<file path="config.mk">
export PLATFORM = sky130hd
export DESIGN_NAME = ssr_serial_port
export DESIGN_NICKNAME = d
export VERILOG_FILES = /design/src/ssr_pkg.sv /design/src/ssr_pin_sync.sv /design/src/ssr_serial_port.sv
export VERILOG_INCLUDE_DIRS = /design/src
export SDC_FILE = /design/constraint.sdc
export NUM_CORES = 1
export LEC_CHECK = 0
export BUFFER_PORTS_ARGS = -buffer_cell sky130_fd_sc_hd__buf_2
export CAP_MARGIN = 20
export CORE_AREA = 2 2 83 101
export CTS_BUF_LIST = sky130_fd_sc_hd__clkbuf_8
export DETAILED_ROUTE_END_ITERATION = 7
export DIE_AREA = 0 0 85 103
export GPL_ROUTABILITY_DRIVEN = 0
export PLACE_DENSITY = 0.92
export SETUP_SLACK_MARGIN = 0.15
export SLEW_MARGIN = 40
export SYNTH_ARGS = -nofsm -noshare
export SYNTH_HDL_FRONTEND = slang
export SYNTH_SLANG_ARGS = --single-unit
</file>
<file path="constraint.sdc">
create_clock -name i_mclk -period 3.3 [get_ports i_mclk]
set_input_delay 0.165 -clock i_mclk [delete_from_list [all_inputs] [get_ports i_mclk]]
set_output_delay 0.165 -clock i_mclk [all_outputs]
set_load 0.03 [all_outputs]
</file>
<file path="src/ssr_map.svh">
`ifndef SSR_MAP_SVH
`define SSR_MAP_SVH
// ----------------------------------------------------------------
// Register byte addresses
// ----------------------------------------------------------------
`define SSR_ADR_BAUD_CTL 8'h00
`define SSR_ADR_INT_CTL 8'h04
`define SSR_ADR_PER_IE 8'h08
`define SSR_ADR_PER_IF 8'h0c
`define SSR_ADR_RX_DATA 8'h10
`define SSR_ADR_RX_STAT 8'h14
`define SSR_ADR_TX_STAT 8'h18
`define SSR_ADR_TX_DATA 8'h1c
// ----------------------------------------------------------------
// Field positions
// ----------------------------------------------------------------
`define SSR_B_PORT_EN 7
`define SSR_B_NINTH_RX_EN 6
`define SSR_B_SINGLE_RX_EN 5
`define SSR_B_CONT_RX_EN 4
`define SSR_B_OVERRUN 1
`define SSR_B_RX_NINTH 0
`define SSR_B_CLK_SRC 7
`define SSR_B_NINTH_TX_EN 6
`define SSR_B_TX_EN 5
`define SSR_B_SYNC_MODE 4
`define SSR_B_TX_EMPTY 1
`define SSR_B_TX_NINTH 0
`define SSR_B_GLOBAL_IE 7
`define SSR_B_PERIPH_IE 6
`define SSR_B_RX_IRQ 5
`define SSR_B_TX_IRQ 4
`define SSR_B_RX_IDLE 6
`define SSR_B_CLK_POL 4
// ----------------------------------------------------------------
// Reset values, writable masks and constants
// ----------------------------------------------------------------
`define SSR_RST_RX_CTL 8'h00
`define SSR_RST_TX_CTL 8'h00
`define SSR_RST_INT_CTL 8'h00
`define SSR_RST_PER_IE 8'h00
`define SSR_RST_BAUD_CTL 8'h00
`define SSR_MASK_RX_CTL 8'hf0
`define SSR_MASK_TX_CTL 8'hf1
`define SSR_MASK_INT_CTL 8'hc0
`define SSR_MASK_PER_IE 8'h30
`define SSR_MASK_BAUD_CTL 8'h10
`define SSR_RX_DEPTH 2'd2
`define SSR_LAST_BIT_8 4'd7
`define SSR_LAST_BIT_9 4'd8
`define SSR_VECTOR_ADDR 12'h004
`endif

</file>
<file path="src/ssr_pkg.sv">
package ssr_pkg;
  typedef enum logic {SSR_TX_IDLE, SSR_TX_SHIFT} ssr_tx_state_t;
  typedef logic [8:0] ssr_word_t;
endpackage

</file>
<file path="src/ssr_pin_sync.sv">
// Two-stage synchroniser for a pin from outside the clock domain
module ssr_pin_sync (
  input wire logic i_mclk,
  input wire logic i_sys_rst,
  input wire logic i_pin,
  output logic o_level
);
  logic meta_q;

  always_ff @(posedge i_mclk)
  begin
    if (i_sys_rst)
    begin
      meta_q <= 1'b0;
      o_level <= 1'b0;
    end
    else
    begin
      meta_q <= i_pin;
      o_level <= meta_q;
    end
  end
endmodule // ssr_pin_sync

</file>
<file path="src/ssr_serial_port.sv">
`include "ssr_map.svh"

// Functional notes
// RULE_01: Slave receiver keeps receiving word after word, never idling.
// RULE_02: Single-receive enable has no effect in slave mode.
// RULE_03: Word received while sleeping moves from shift register into FIFO.
// RULE_04: Completed reception with receive enable wakes; global enable vectors.
// RULE_05: Software sets sync and port enable, clears clock source select.
// RULE_06: Software clears analog select on clock and data pins.
// RULE_07: Software sets continuous receive enable last during set-up.
// RULE_08: Ninth-bit mode stores MSB in status, low byte in FIFO.
// RULE_09: Receive flag set on complete word; request only with its enable.
// RULE_10: Clearing continuous receive or port enable clears overrun.
// RULE_11: Only synchronous slave mode shifts; other modes stay frozen. Here a shifting transmitter drops to idle instead.
// RULE_12: Shift registers advance on the external serial clock edges.
// RULE_13: Software empties receive FIFO before sleeping for reception.
// RULE_14: Master clocks a word in; device flags it and wakes.
// RULE_15: After waking, continue or call fixed vector when global enable.
// RULE_16: Software loads transmit data register before sleeping.
// RULE_17: Software sets transmit and peripheral enables before sleeping.
// RULE_18: Emptied shift register reloads pending byte and sets transmit flag.
// RULE_19: After reload, a transmit data write is accepted, clearing flag.
// RULE_20: Word completing with full FIFO sets overrun and is discarded.
module ssr_serial_port (
  input wire logic i_mclk,
  input wire logic i_sys_rst,
  input wire logic i_wb_cyc,
  input wire logic i_wb_stb,
  input wire logic i_wb_we,
  input wire logic [7:0] i_wb_adr,
  input wire logic [3:0] i_wb_sel,
  input wire logic [31:0] i_wb_dat,
  output logic [31:0] o_wb_dat,
  output logic o_wb_ack,
  input wire logic i_serial_clock_pin,
  input wire logic i_serial_data_pin,
  output logic o_serial_data_pin,
  output logic o_serial_data_pin_oe,
  input wire logic i_sleep,
  output logic o_wake,
  output logic o_vector_req,
  output logic [11:0] o_vector_addr
);
  // --------------------------------------------------------------
  // Pin synchronisers and clock edges
  // --------------------------------------------------------------
  logic clk_s, data_s, clk_prev_q, clk_eff, clk_prev_eff;
  logic rx_edge, tx_edge;

  ssr_pin_sync u_clk_sync (
    .i_mclk(i_mclk),
    .i_sys_rst(i_sys_rst),
    .i_pin(i_serial_clock_pin),
    .o_level(clk_s)
  );
  ssr_pin_sync u_data_sync (
    .i_mclk(i_mclk),
    .i_sys_rst(i_sys_rst),
    .i_pin(i_serial_data_pin),
    .o_level(data_s)
  );

  logic [7:0] rx_ctl_q, tx_ctl_q, int_ctl_q, per_ie_q, baud_ctl_q;
  logic port_rst, slave_mode, cont_rx, ninth_rx;

  always_ff @(posedge i_mclk)
  begin
    if (i_sys_rst)
      clk_prev_q <= 1'b0;
    else
      clk_prev_q <= clk_s;
  end

  // Polarity bit inverts the sampled clock; data out changes on the
  // rising edge of that clock and the device samples on its falling edge.
  assign clk_eff = clk_s ^ baud_ctl_q[`SSR_B_CLK_POL];
  assign clk_prev_eff = clk_prev_q ^ baud_ctl_q[`SSR_B_CLK_POL];
  assign tx_edge = clk_eff & ~clk_prev_eff; // [RULE_12]
  assign rx_edge = ~clk_eff & clk_prev_eff; // [RULE_12]

  // Slave only: external clock, no clock source; other modes hold the receiver and drop the transmitter to idle
  assign slave_mode = rx_ctl_q[`SSR_B_PORT_EN] & tx_ctl_q[`SSR_B_SYNC_MODE]
    & ~tx_ctl_q[`SSR_B_CLK_SRC]; // [RULE_11]
  assign port_rst = i_sys_rst | ~rx_ctl_q[`SSR_B_PORT_EN]; // [RULE_10]
  assign cont_rx = rx_ctl_q[`SSR_B_CONT_RX_EN];
  assign ninth_rx = rx_ctl_q[`SSR_B_NINTH_RX_EN];

  // --------------------------------------------------------------
  // Bus slave
  // --------------------------------------------------------------
  logic ack_q, bus_hit, bus_wr, bus_rd;
  logic [31:0] rd_dat_q;
  logic [7:0] rd_byte;

  assign bus_hit = i_wb_cyc & i_wb_stb & ~ack_q;
  assign bus_wr = bus_hit & i_wb_we & i_wb_sel[0];
  assign bus_rd = bus_hit & ~i_wb_we;
  assign o_wb_ack = ack_q;
  assign o_wb_dat = rd_dat_q;

  always_ff @(posedge i_mclk)
  begin
    if (i_sys_rst)
    begin
      ack_q <= 1'b0;
      rd_dat_q <= 32'h0000_0000;
    end
    else
    begin
      ack_q <= bus_hit;
      if (bus_rd)
        rd_dat_q <= {24'h00_0000, rd_byte};
    end
  end

  always_ff @(posedge i_mclk)
  begin
    if (i_sys_rst)
    begin
      rx_ctl_q <= `SSR_RST_RX_CTL;
      tx_ctl_q <= `SSR_RST_TX_CTL;
      int_ctl_q <= `SSR_RST_INT_CTL;
      per_ie_q <= `SSR_RST_PER_IE;
      baud_ctl_q <= `SSR_RST_BAUD_CTL;
    end
    else if (bus_wr)
    begin
      if (i_wb_adr == `SSR_ADR_RX_STAT)
        rx_ctl_q <= i_wb_dat[7:0] & `SSR_MASK_RX_CTL;
      else if (i_wb_adr == `SSR_ADR_TX_STAT)
        tx_ctl_q <= i_wb_dat[7:0] & `SSR_MASK_TX_CTL;
      else if (i_wb_adr == `SSR_ADR_INT_CTL)
        int_ctl_q <= i_wb_dat[7:0] & `SSR_MASK_INT_CTL;
      else if (i_wb_adr == `SSR_ADR_PER_IE)
        per_ie_q <= i_wb_dat[7:0] & `SSR_MASK_PER_IE;
      else if (i_wb_adr == `SSR_ADR_BAUD_CTL)
        baud_ctl_q <= i_wb_dat[7:0] & `SSR_MASK_BAUD_CTL;
    end
  end

  // --------------------------------------------------------------
  // Receive shifter
  // --------------------------------------------------------------
  ssr_pkg::ssr_word_t rx_shift_q, rx_next, rx_word;
  logic [3:0] rx_cnt_q;
  logic overrun_q, rx_done, rx_push;
  logic [1:0] fifo_cnt_q;

  assign rx_next = {data_s, rx_shift_q[8:1]};
  assign rx_word = ninth_rx ? rx_next : {1'b0, rx_next[8:1]}; // [RULE_08]
  // Single-receive enable is never consulted here [RULE_02]
  assign rx_done = slave_mode & cont_rx & ~overrun_q & rx_edge
    & (rx_cnt_q == (ninth_rx ? `SSR_LAST_BIT_9 : `SSR_LAST_BIT_8));
  assign rx_push = rx_done & (fifo_cnt_q != `SSR_RX_DEPTH); // [RULE_03]

  always_ff @(posedge i_mclk)
  begin
    if (port_rst | ~cont_rx)
    begin
      rx_cnt_q <= 4'd0;
      rx_shift_q <= 9'h000;
    end
    else if (slave_mode & ~overrun_q & rx_edge)
    begin
      rx_shift_q <= rx_next;
      // Wraps straight into the next word: no idle state [RULE_01]
      rx_cnt_q <= rx_done ? 4'd0 : rx_cnt_q + 4'd1;
    end
  end

  always_ff @(posedge i_mclk)
  begin
    if (port_rst | ~cont_rx)
      overrun_q <= 1'b0; // [RULE_10]
    else if (rx_done & ~rx_push)
      overrun_q <= 1'b1; // [RULE_20]
  end

  // --------------------------------------------------------------
  // Receive FIFO
  // --------------------------------------------------------------
  ssr_pkg::ssr_word_t fifo_mem_q [2];
  logic fifo_wp_q, fifo_rp_q, rx_pop, rx_flag;

  assign rx_pop = bus_rd & (i_wb_adr == `SSR_ADR_RX_DATA)
    & (fifo_cnt_q != 2'd0);
  assign rx_flag = fifo_cnt_q != 2'd0; // [RULE_09]

  always_ff @(posedge i_mclk)
  begin
    if (port_rst)
    begin
      fifo_wp_q <= 1'b0;
      fifo_rp_q <= 1'b0;
      fifo_cnt_q <= 2'd0;
      fifo_mem_q[0] <= 9'h000;
      fifo_mem_q[1] <= 9'h000;
    end
    else
    begin
      if (rx_push)
      begin
        fifo_mem_q[fifo_wp_q] <= rx_word; // [RULE_08]
        fifo_wp_q <= ~fifo_wp_q;
      end
      if (rx_pop)
        fifo_rp_q <= ~fifo_rp_q;
      fifo_cnt_q <= fifo_cnt_q + {1'b0, rx_push} - {1'b0, rx_pop};
    end
  end

  // --------------------------------------------------------------
  // Transmit buffer and shifter
  // --------------------------------------------------------------
  ssr_pkg::ssr_tx_state_t tx_state_q;
  ssr_pkg::ssr_word_t tx_buf_q, tx_shift_q;
  logic tx_buf_full_q, tx_load, tx_last, tx_write;
  logic [3:0] tx_cnt_q;

  assign tx_write = bus_wr & (i_wb_adr == `SSR_ADR_TX_DATA);
  assign tx_last = tx_cnt_q == (tx_ctl_q[`SSR_B_NINTH_TX_EN]
    ? `SSR_LAST_BIT_9 : `SSR_LAST_BIT_8);
  assign tx_load = slave_mode & tx_ctl_q[`SSR_B_TX_EN] & tx_buf_full_q
    & ((tx_state_q == ssr_pkg::SSR_TX_IDLE) | (tx_edge & tx_last));

  always_ff @(posedge i_mclk)
  begin
    if (port_rst)
    begin
      tx_buf_full_q <= 1'b0;
      tx_buf_q <= 9'h000;
    end
    else if (tx_write)
    begin
      // Write wins over a same-cycle reload so no byte is lost [RULE_19]
      tx_buf_full_q <= 1'b1;
      tx_buf_q <= {tx_ctl_q[`SSR_B_TX_NINTH], i_wb_dat[7:0]};
    end
    else if (tx_load)
      tx_buf_full_q <= 1'b0; // [RULE_18]
  end

  always_ff @(posedge i_mclk)
  begin
    if (port_rst)
    begin
      tx_state_q <= ssr_pkg::SSR_TX_IDLE;
      tx_shift_q <= 9'h000;
      tx_cnt_q <= 4'd0;
    end
    else if (tx_load)
    begin
      tx_state_q <= ssr_pkg::SSR_TX_SHIFT; // [RULE_18]
      tx_shift_q <= tx_buf_q;
      tx_cnt_q <= 4'd0;
    end
    else
    begin
      case (tx_state_q)
        ssr_pkg::SSR_TX_IDLE:
          tx_cnt_q <= 4'd0;
        ssr_pkg::SSR_TX_SHIFT:
          if (~slave_mode | ~tx_ctl_q[`SSR_B_TX_EN])
            tx_state_q <= ssr_pkg::SSR_TX_IDLE;
          else if (tx_edge)
          begin
            if (tx_last)
              tx_state_q <= ssr_pkg::SSR_TX_IDLE;
            tx_shift_q <= {1'b0, tx_shift_q[8:1]}; // [RULE_12]
            tx_cnt_q <= tx_cnt_q + 4'd1;
          end
        default:
          tx_state_q <= ssr_pkg::SSR_TX_IDLE;
      endcase
    end
  end

  assign o_serial_data_pin = tx_shift_q[0];
  assign o_serial_data_pin_oe = tx_state_q == ssr_pkg::SSR_TX_SHIFT;

  // --------------------------------------------------------------
  // Flags, wake and vector request
  // --------------------------------------------------------------
  logic tx_flag, pending;

  assign tx_flag = ~tx_buf_full_q; // [RULE_18]
  assign pending = int_ctl_q[`SSR_B_PERIPH_IE]
    & ((rx_flag & per_ie_q[`SSR_B_RX_IRQ])
    | (tx_flag & per_ie_q[`SSR_B_TX_IRQ])); // [RULE_09]
  assign o_wake = i_sleep & pending; // [RULE_04] [RULE_14]
  assign o_vector_req = pending & int_ctl_q[`SSR_B_GLOBAL_IE]; // [RULE_15]
  assign o_vector_addr = `SSR_VECTOR_ADDR;

  always_comb
  begin
    rd_byte = 8'h00;
    if (i_wb_adr == `SSR_ADR_RX_STAT)
      rd_byte = rx_ctl_q | {6'h00, overrun_q,
        fifo_mem_q[fifo_rp_q][8]}; // [RULE_08]
    else if (i_wb_adr == `SSR_ADR_TX_STAT)
      rd_byte = tx_ctl_q | {6'h00, o_serial_data_pin_oe == 1'b0, 1'b0};
    else if (i_wb_adr == `SSR_ADR_RX_DATA)
      rd_byte = fifo_mem_q[fifo_rp_q][7:0];
    else if (i_wb_adr == `SSR_ADR_PER_IF)
      rd_byte = {2'b00, rx_flag, tx_flag, 4'h0};
    else if (i_wb_adr == `SSR_ADR_PER_IE)
      rd_byte = per_ie_q;
    else if (i_wb_adr == `SSR_ADR_INT_CTL)
      rd_byte = int_ctl_q;
    else if (i_wb_adr == `SSR_ADR_BAUD_CTL)
      rd_byte = baud_ctl_q | {1'b0, rx_cnt_q == 4'd0, 6'h00};
  end

  // --------------------------------------------------------------
  // Assertions
  // --------------------------------------------------------------
  logic rd_byte_rx9;
  assign rd_byte_rx9 = fifo_mem_q[fifo_rp_q][8];

  // A pop in the same cycle keeps the count level, so leave it out
  property p_rx_store;
    @(posedge i_mclk) disable iff (i_sys_rst)
    rx_push && !rx_pop |=> rx_flag
      && fifo_cnt_q == $past(fifo_cnt_q) + 2'd1;
  endproperty
  a_rx_store: assert property (p_rx_store) // [RULE_03]
    else $error("completed word not stored");

  property p_overrun;
    @(posedge i_mclk) disable iff (i_sys_rst)
    rx_done && fifo_cnt_q == 2'd2 && !rx_pop |=> overrun_q
      && fifo_cnt_q == 2'd2;
  endproperty
  a_overrun: assert property (p_overrun) // [RULE_20]
    else $error("overrun not flagged or word stored");

  property p_overrun_clear;
    @(posedge i_mclk) disable iff (i_sys_rst)
    !cont_rx || !rx_ctl_q[`SSR_B_PORT_EN] |=> !overrun_q;
  endproperty
  a_overrun_clear: assert property (p_overrun_clear) // [RULE_10]
    else $error("overrun not cleared");

  property p_port_reset;
    @(posedge i_mclk) disable iff (i_sys_rst)
    !rx_ctl_q[`SSR_B_PORT_EN] |=> fifo_cnt_q == 2'd0 && !o_serial_data_pin_oe;
  endproperty
  a_port_reset: assert property (p_port_reset) // [RULE_10]
    else $error("port not reset by disable");

  property p_ninth;
    @(posedge i_mclk) disable iff (i_sys_rst)
    rx_push && fifo_cnt_q == 2'd0 && !rx_pop
      |=> rd_byte_rx9 == $past(rx_word[8]);
  endproperty
  a_ninth: assert property (p_ninth) // [RULE_08]
    else $error("ninth bit not captured");

  property p_frozen;
    @(posedge i_mclk) disable iff (i_sys_rst)
    !$past(slave_mode) && $past(rx_ctl_q[`SSR_B_PORT_EN]) && cont_rx
      && $past(cont_rx) |-> $stable(rx_cnt_q);
  endproperty
  a_frozen: assert property (p_frozen) // [RULE_11]
    else $error("receiver shifted outside slave mode");

  property p_reload;
    @(posedge i_mclk) disable iff (i_sys_rst)
    tx_state_q == ssr_pkg::SSR_TX_SHIFT && tx_edge && tx_last
      && tx_buf_full_q && slave_mode && tx_ctl_q[`SSR_B_TX_EN] && !tx_write
      |=> tx_flag && o_serial_data_pin_oe && tx_cnt_q == 4'd0;
  endproperty
  a_reload: assert property (p_reload) // [RULE_18]
    else $error("pending byte not reloaded");

  property p_tx_write;
    @(posedge i_mclk) disable iff (i_sys_rst)
    tx_write && rx_ctl_q[`SSR_B_PORT_EN] |=> !tx_flag;
  endproperty
  a_tx_write: assert property (p_tx_write) // [RULE_19]
    else $error("write did not clear transmit flag");

  property p_wake;
    @(posedge i_mclk) disable iff (i_sys_rst)
    rx_push && i_sleep && per_ie_q[`SSR_B_RX_IRQ]
      && int_ctl_q[`SSR_B_PERIPH_IE] ##1 i_sleep |-> o_wake
      && (o_vector_req == int_ctl_q[`SSR_B_GLOBAL_IE])
      && o_vector_addr == `SSR_VECTOR_ADDR;
  endproperty
  a_wake: assert property (p_wake) // [RULE_04] [RULE_15]
    else $error("no wake after reception");

  property p_ack;
    @(posedge i_mclk) disable iff (i_sys_rst)
    bus_hit |=> o_wb_ack ##1 !o_wb_ack;
  endproperty
  a_ack: assert property (p_ack)
    else $error("bus answer not one cycle");
endmodule // ssr_serial_port

</file>
==> results.json, run 1 <==
{
  "status": "finished clean",
  "yosysSeqAreaShare": 0.4555,
  "syn-cell-area_sq_um": 4263,
  "setup_viol": 0,
  "holdBufCountCts": 0,
  "cts_buffer_depth": 2,
  "hpwl_um": 6278,
  "htreeDepth": 3,
  "p_leak_uw": 0.001832,
  "clockRootBuffer": "clkbuf_8",
  "synth_top_family_by_area": "simple AND/OR/NAND/NOR gates",
  "post-route-period-util": 0.8210,
  "vias": 3181,
  "grt_pass1_wl_um": 13630,
  "area.growth.synth_to_final_pct": 7.983,
  "synth_edf_count": 18,
  "grt_max_degree": 31,
  "antenna_cells": 0,
  "dieArea_sq_um": 8755,
  "num-nets-final": 537,
  "max-cap-violations": 0,
  "crit_path_end": "fifo_mem_q[1][6]",
  "r2r_cells": 5,
  "gr-usage-all-layers": 0.2008,
  "synth_cell_types": 57,
  "filler_cell_count": 663,
  "drt_wl_total_um": 8555,
  "drt_iter0_markers": 186,
  "r2r_end": "fifo_mem_q[1][6]",
  "dr.pass1.iters": 5,
  "pre_cts_ws_ps": 634.9,
  "synth_compound_area_frac": 0.09422,
  "synth.area.top_cells": "dfxtp_1 33%, edfxtp_1 13%, mux2i_1 12%",
  "setup.worst_path.class": "flop to flop",
  "worst_slack_ps": 590.7,
  "synth_xor_area_frac": 0.01438,
  "drive_above_1_share": 0.1584,
  "p_per_area_nw_per_um2": 443.5,
  "numCtsBuffers": 9,
  "timing.fmax_mhz": 369.1,
  "p_total_uw": 2042,
  "rows": 36,
  "tritoncts": "built",
  "layout_min_cycle_time_ps": 2709,
  "yosys_warnings": 0,
  "dpl_cell_area_sq_um": 4378,
  "syn_inst": 449,
  "path_clk_slew_ps": 90,
  "slew_viol_final": 0,
  "startpoint_type": "flop",
  "viasPerCell": 5.475,
  "start_util": 0.5408,
  "setup_tns_ps": 0,
  "yosys.area_share.adder": 0.01174,
  "wl_per_cell_um": 14.72,
  "io_buffers": 37,
  "crit_required_ps": 3320,
  "synthMuxAreaShare": 0.1429,
  "insertion_delay_ps": 360,
  "synth-main-ff-cell": "dfxtp_1",
  "antenna_found_initial": 0,
  "ys_ff_latch": 88,
  "postCtsSetupBuffers": 0,
  "hold_viol_final": 0,
  "num_io_pins": 101,
  "drcViolationCount": 0,
  "cts_num_sinks": 88,
  "async_flop_share": 0,
  "core_sq_um": 7883,
  "reg2reg_from": "rx_ctl_q[6]",
  "fp.dieW_um": 85,
  "ir_drop_mv": 0.2702,
  "rrSetupSlack_ps": 590,
  "overflow": 0,
  "cp-startpoint": "rx_ctl_q[6]",
  "rsz0062_at_grt": "false",
  "hold_path_class": "input port to flop",
  "syn-mean-instance-area_sq_um": 9.494,
  "crit_fanout": 13,
  "final_cell_area_sq_um": 4603,
  "yosys.area.top_type": "dfxtp_1",
  "cp.arrival_ps": 2730,
  "die_h_um": 103,
  "antenna_left": 0,
  "synth_top_area_frac": 0.3287,
  "tightest_slew_ps": 752.5,
  "synthSimpleGateAreaFrac": 0.1870,
  "postCtsResizedCells": 0,
  "first_global_vias": 2994,
  "skew_ps": 12.50,
  "relSlewSlack": 0.4983,
  "cp-end-kind": "flop"
}
[cell usage after synthesis, types with 3 or more instances]
master / n
ha_1: 4
buf_4: 36
mux2i_1: 53
mux2_2: 5
nand2_1: 21
edfxtp_1: 18
o211ai_1: 3
nand3_1: 5
nor2b_1: 8
a22oi_1: 4
nor2_1: 79
buf_2: 6
o21ai_0: 16
and2_1: 5
a31oi_1: 4
nor3_1: 9
nand2b_1: 3
dfxtp_1: 70
a21oi_1: 18
nor4b_1: 3
clkbuf_1: 12
a211oi_1: 3
o32ai_1: 3
nand3b_1: 3
inv_1: 12
xnor2_1: 6
or2_2: 4
[cell families after synthesis]
kind of cell             Yosys count
AO/OA/AOI/OAI                     63
AND/OR/NAND/NOR                  159
other                              2
XOR/XNOR                           7
adder cells (fa/ha/maj)            4
multiplexers                      59
buffers and inverters             67
flip-flops                        88
[placed cells by master, fill, tap and decap left out, types with 2 or more instances in the layout]
cell and count:
nor2_1 79, dfxtp_1 70, mux2i_1 53, buf_2 39, conb_1 36, nand2_1 21, a21oi_1 18, edfxtp_1 18
o21ai_0 16, inv_1 13, nor3_1 9, clkbuf_8 9, nor2b_1 8, xnor2_1 6, and2_1 5, nand3_1 5
mux2_2 5, or2_2 4, a31oi_1 4, a22oi_1 4, ha_1 4, nand3b_1 3, nand2b_1 3, o211ai_1 3
a211oi_1 3, o32ai_1 3, buf_4 3, nor4b_2 2, nor4_1 2, nand4b_1 2, or3_1 2, a21o_1 2
nor3_2 2, nor4b_1 2, bufinv_16 2
[worst min path at each step]
| stage | from | to | depth (start not counted) | slack, ps |
|---|---|---|---|---|
| global route | i_serial_data_pin | u_data_sync.meta_q | 2 | 10 |
| finish | i_serial_clock_pin | u_clk_sync.meta_q | 2 | 10 |
| global placement | i_serial_data_pin | u_data_sync.meta_q | 2 | 380 |
| floorplan | i_serial_clock_pin | u_clk_sync.meta_q | 1 | 290 |
| CTS | i_serial_clock_pin | u_clk_sync.meta_q | 2 | 10 |
| detailed placement | i_serial_data_pin | u_data_sync.meta_q | 2 | 380 |
[cell type report]
class	count	area, sq um	area share
Sequential cell	88	1942	0.4219
Clock inverter	7	95.09	0.02066
Timing Repair Buffer	42	217.7	0.04730
Clock buffer	9	123.9	0.02691
Inverter	12	45.04	0.009785
Multi-Input combinational cell	328	2061	0.4477
Tap cell	95	118.9	0.02582
[state kept, by name, summed over array words and instances (netlist names), 2 cells and up, named ones only]
| name | flops |
|---|---|
| fifo_cnt_q | 2 |
| fifo_mem_q | 18 |
| int_ctl_q | 2 |
| o_wb_dat | 8 |
| per_ie_q | 2 |
| rx_cnt_q | 4 |
| rx_ctl_q | 4 |
| rx_shift_q | 8 |
| tx_buf_q | 9 |
| tx_cnt_q | 4 |
| tx_ctl_q | 5 |
| tx_shift_q | 9 |
[report_power, final]
group | switching, uW | internal (uW)
logic | 101 | 26.2
registers | 2.80 | 1100
clock network | 387 | 428
total | 491 | 1550
[layer usage]
metal,track usage,routed length [um],vias to the layer above
met5,0,0,-
met1,0.2154,3248,1481
met4,0.1123,339,0
met2,0.3702,4453,125
met3,0.03843,513,30
li1,-,-,1545
[worst max-delay path, stage by stage (launching register included)]
cell,delay [ps]
dfxtp_1,770
nand2_1,210
o22ai_4,280
nor3b_4,460
nand3_2,270
nand2_1,370
[through the flow]
stage	instances	hold slack, ps	utilization
after CTS	581	9.647	0.5832
final	581	12.13	0.5840
after global routing	581	11.61	0.5840
after global placement	563	384.0	0.5541
after detailed placement	565	382.7	0.5554
after floorplan	483	293.2	-
No activity file was read; power rests on OpenSTA's default activity.
==> inputs of run 2 (changes only) <==
==> constraint.sdc (replaced) <==
create_clock -name i_mclk -period 2.8 [get_ports i_mclk]
set_input_delay 0.14 -clock i_mclk [delete_from_list [all_inputs] [get_ports i_mclk]]
set_output_delay 0.14 -clock i_mclk [all_outputs]
set_load 0.03 [all_outputs]
==> run 2 against run 1 <==
Net effect:
- design area grew 2.2%
- critical path depth is the same
- first-iteration DRC count grew 29%
- clock-buffer cell count grew 3
- clock power grew 36%
- largest power group unchanged
- highest routed layer unchanged
==> results.json, run 2 (synthesized netlist as in run 1, its figures left out) <==
{
  "post-route-period-util": 0.8071,
  "num_io_pins": 101,
  "io_buffers": 37,
  "met1_length_um": 3354,
  "htreeDepth": 3,
  "status": "finished clean",
  "dieArea_sq_um": 8755,
  "top_layer": "met4",
  "antenna_cells": 0,
  "drt_iter0_markers": 240,
  "cpPeakStageDelay_ps": 420,
  "final_cells": 587,
  "p_per_area_nw_per_um2": 543.2,
  "cp-end-kind": "flop",
  "tritoncts": "built",
  "met3_length_um": 571,
  "skew_ps": 7.515,
  "largest_reg_flops": 18,
  "rows": 36,
  "fp.dieW_um": 85,
  "layout_common_cells": "79 x nor2_1, 70 x dfxtp_1, 53 x mux2i_1",
  "largestRegisters": "fifo_mem_q (18), tx_buf_q (9), tx_shift_q (9)",
  "viasPerCell": 5.615,
  "final_common_cell": "nor2_1",
  "core_sq_um": 7883,
  "ir_drop_mv": 0.4267,
  "rrSetupSlack_ps": 540,
  "antenna_found_initial": 0,
  "drive_above_1_share": 0.1626,
  "slew_viol_final": 0,
  "num-nets-final": 543,
  "postCtsSetupBuffers": 0,
  "final_util": 0.5967,
  "crit_fanout": 10,
  "setup_viol": 0,
  "antenna_left": 0,
  "crit_required_ps": 2830,
  "tightest_slew_ps": 713.9,
  "setup_tns_ps": 0,
  "hold_viol_final": 0,
  "insertion_delay_ps": 360,
  "postCtsResizedCells": 0,
  "vias": 3296,
  "numCtsBuffers": 9,
  "layout_min_cycle_time_ps": 2260,
  "start_util": 0.5408,
  "met2_length_um": 4696,
  "max-cap-violations": 0,
  "max_flop_register": "fifo_mem_q",
  "path_clk_slew_ps": 90,
  "gr-usage-all-layers": 0.2132,
  "grt_max_degree": 31,
  "critPathSlowestCell": "or3_4",
  "area.growth.synth_to_final_pct": 10.33,
  "dpl.cell_count": 567,
  "clockRootBuffer": "clkbuf_8",
  "die_h_um": 103,
  "crit_path_cell_trace": "or3_4 -> o22ai_4 -> nor3b_4 -> nand3_2 -> nand2_1",
  "drt_wl_total_um": 8982,
  "timing.fmax_mhz": 442.5,
  "dr.pass1.iters": 5,
  "setup.worst_path.class": "flop to flop",
  "grt_pass1_wl_um": 14590,
  "first_global_vias": 3208,
  "hold_path_class": "input port to flop",
  "cp.arrival_ps": 2290,
  "cts_num_sinks": 88,
  "p_leak_uw": 0.001881,
  "hpwl_um": 6462,
  "wl_per_cell_um": 15.30,
  "drcViolationCount": 0,
  "relSlewSlack": 0.5241,
  "startpoint_type": "flop",
  "overflow": 0,
  "cts_buffer_depth": 2,
  "p_total_uw": 2555,
  "rsz0062_at_grt": "false"
}
## run 2: cell type report
class | instances | area [sq um]
Sequential cell | 88 | 1942
Tap cell | 95 | 118.9
Inverter | 12 | 45.04
Timing Repair Buffer | 48 | 272.8
Multi-Input combinational cell | 328 | 2061
Fill cell | 650 | 3179
Clock inverter | 4 | 98.84
Clock buffer | 12 | 165.2
## run 2: power by group
group	total [uW]	leakage [uW]	internal (uW)	switching, uW
sequential	1300	0.000787	1290	3.28
combinational	154	0.000961	34.5	120
clock	1110	0.000133	667	438
total	2550	0.00188	1990	561
## run 2: layer usage
| metal | vias to the layer above | track usage |
|---|---|---|
| li1 | 1560 | - |
| met1 | 1563 | 0.2205 |
| met2 | 136 | 0.3888 |
| met3 | 37 | 0.05765 |
| met4 | 0 | 0.1221 |
| met5 | - | 0 |
## run 2: worst max-delay path, delay by kind of cell (launching register included)
kind             cells  cell delay, ps
AND/OR/NAND/NOR      4            1290
flip-flops           1             380
AO/OA/AOI/OAI        1             250
## run 2: timing repair
item	CTS	global route
endpoints found under the hold margin	4	0
endpoints found under the setup margin	0	0
hold buffers	4	0
## run 2: path summary, 6_finish.rpt
kind                     start                 end  cells past startpoint
max                rx_cnt_q[0]    fifo_mem_q[1][2]                      5
min                i_wb_dat[2]         tx_buf_q[2]                      3
max reg2reg        rx_cnt_q[0]    fifo_mem_q[1][2]                      5
min reg2reg  u_clk_sync.meta_q  u_clk_sync.o_level                      1
## run 2: through the flow
| stage | hold WS, ps | instance area [sq um] | worst slack (ps) |
|---|---|---|---|
| finish | 16.45 | 4703 | 540.1 |
| floorplan | 268.2 | 4390 | 316.8 |
| global route | 16.52 | 4703 | 382.7 |
| CTS | 6.766 | 4697 | 534.7 |
| detailed placement | 353.0 | 4393 | 558.4 |
| global placement | 354.8 | 4383 | 605.6 |
==> inputs of run 3 (changes only) <==
==> constraint.sdc (replaced) <==
create_clock -name i_mclk -period 2.1 [get_ports i_mclk]
set_input_delay 0.105 -clock i_mclk [delete_from_list [all_inputs] [get_ports i_mclk]]
set_output_delay 0.105 -clock i_mclk [all_outputs]
set_load 0.03 [all_outputs]
==> run 3 against run 2 <==
Net effect:
- cell count up 3.4%
- power is 27% higher
- sequential share of layout area down 2.0 points
- clock power rose by 18%
- first-iteration DRC count decreased by 11%
- largest cell class unchanged
==> results.json, run 3 (synthesized netlist as in run 1, its figures left out) <==
{
  "ir_drop_mv": 0.5590,
  "viasPerCell": 5.549,
  "p_leak_uw": 0.002032,
  "cp.arrival_ps": 2020,
  "rrSetupSlack_ps": 170,
  "cp.depth": 6,
  "p_per_area_nw_per_um2": 653.4,
  "dpl.cell_count": 576,
  "antenna_cells": 0,
  "insertion_delay_ps": 380,
  "antenna_found_initial": 0,
  "rsz0062_at_grt": "true",
  "cp-end-kind": "flop",
  "max_flop_register": "fifo_mem_q",
  "p_seq_frac": 0.532,
  "fp.dieW_um": 85,
  "slew_viol_final": 0,
  "grt_pass1_wl_um": 14720,
  "tritoncts": "built",
  "hpwl_um": 6616,
  "top_layer": "met4",
  "largest_reg_flops": 18,
  "path_clk_slew_ps": 90,
  "status": "finished clean",
  "cp-startpoint": "rx_cnt_q[2]",
  "r2r_end": "fifo_mem_q[1][8]",
  "drive_above_1_share": 0.2246,
  "reg2reg_from": "rx_cnt_q[2]",
  "cpPeakStageDelay_ps": 390,
  "num-nets-final": 563,
  "cts_buffer_depth": 2,
  "die_h_um": 103,
  "dr.pass1.iters": 4,
  "drt_iter0_markers": 213,
  "hold_viol_final": 0,
  "min_to": "rx_ctl_q[7]",
  "met1_length_um": 3652,
  "final_util": 0.6303,
  "path_buf_inv": 1,
  "critPathSlowestCell": "or3_4",
  "largestRegisters": "fifo_mem_q (18), tx_buf_q (9), tx_shift_q (9)",
  "core_sq_um": 7883,
  "filler_cell_count": 583,
  "layout_min_cycle_time_ps": 1927,
  "first_global_vias": 3195,
  "drt_wl_total_um": 9881,
  "tightest_slew_ps": 523.0,
  "setup.worst_path.class": "flop to flop",
  "final_cells": 607,
  "grt_max_degree": 30,
  "met3_length_um": 457,
  "post-route-period-util": 0.9177,
  "r2r_cells": 6,
  "hold_path_class": "input port to flop",
  "overflow": 0,
  "startpoint_type": "flop",
  "crit_required_ps": 2190,
  "power.share.clock": 0.402,
  "relSlewSlack": 0.6464,
  "min_path_cells": 3,
  "numCtsBuffers": 9,
  "skew_ps": 13.88,
  "met2_length_um": 5405,
  "vias": 3368,
  "rows": 36,
  "crit_path_cell_trace": "or3_4 -> o22ai_4 -> nor3b_4 -> buf_6 -> nand3_4 -> nand2_4",
  "dieArea_sq_um": 8755,
  "max-cap-violations": 0,
  "clockRootBuffer": "clkbuf_8",
  "htreeDepth": 3,
  "cts_num_sinks": 88,
  "cell_internal_pwr_uw": 2448,
  "layout_common_cells": "74 x nor2_1, 64 x dfxtp_1, 53 x mux2i_1",
  "setup_tns_ps": 0,
  "io_buffers": 37,
  "num_io_pins": 101,
  "start_util": 0.5408,
  "gr-usage-all-layers": 0.2168,
  "timing.fmax_mhz": 518.9,
  "p_comb_frac": 0.066,
  "wl_per_cell_um": 16.28,
  "p_sw_uw": 798.4,
  "setup_viol": 0,
  "antenna_left": 0,
  "sw_frac_of_total": 0.2459,
  "hold_start": "i_wb_dat[7]",
  "drcViolationCount": 0,
  "area.growth.synth_to_final_pct": 16.55,
  "final_common_cell": "nor2_1",
  "crit_fanout": 6,
  "critPathTopFamily": "simple AND/OR/NAND/NOR gates"
}
==> run 3: through the flow <==
stage / area [sq um] / total power, uW / worst slack, ps / hold WS, ps
6_report: 4969 / 3246 / 172.8 / 59.35
3_5_place_dp: 4501 / 1968 / 132.8 / 324.2
4_1_cts: 4803 / 3257 / 112.8 / 43.67
2_1_floorplan: 4425 / 1966 / 105.9 / 233.2
5_1_grt: 4969 / 3348 / 109.6 / 68.97
3_3_place_gp: 4501 / 1964 / 180.9 / 322.2
==> run 3: power by group through the flow <==
stage                     sequential, uW  combinational (uW)  clock [uW]
final                               1730                 215        1310
after global routing                1730                 229        1390
after CTS                           1730                 209        1320
after detailed placement            1770                 201           0
after global placement              1770                 197           0
after floorplan                     1770                 191           0
==> run 3: area by class of cell <==
class	count	area, sq um	share of cell area
inverters	12	45.04	0.009066
clock inverters	7	95.09	0.01914
well taps	95	118.9	0.02392
clock buffers	9	123.9	0.02493
flip-flops and latches	88	1952	0.3928
multi-input cells	331	2196	0.4420
repair buffers	65	437.9	0.08814
==> run 3: worst max path at each step <==
stage	end	slack [ps]
global route	fifo_mem_q[0][6]	110
global placement	fifo_mem_q[0][3]	180
floorplan	fifo_mem_q[0][0]	110
detailed placement	fifo_mem_q[0][2]	130
CTS	fifo_mem_q[1][6]	110
finish	fifo_mem_q[1][8]	170
==> run 3: worst reg2reg max path: cells and delay by family, from the launching register on <==
kind                   cells  cell delay [ps]
buffers and inverters      1              150
AO/OA/AOI/OAI              1              160
AND/OR/NAND/NOR            4              980
flip-flops                 1              360
==> run 3: routing by layer <==
metal / vias up / track usage
li1: 1614 / -
met4: 0 / 0.1148
met1: 1615 / 0.2178
met2: 113 / 0.4081
met3: 26 / 0.05765
met5: - / 0
==> run 3: what timing repair did <==
action,CTS,global route
pin swaps,0,3
hold buffers,6,0
setup buffers,1,5
gates cloned,0,3
resized for setup,3,21
hold endpoints to repair,7,0
setup endpoints to repair,25,43
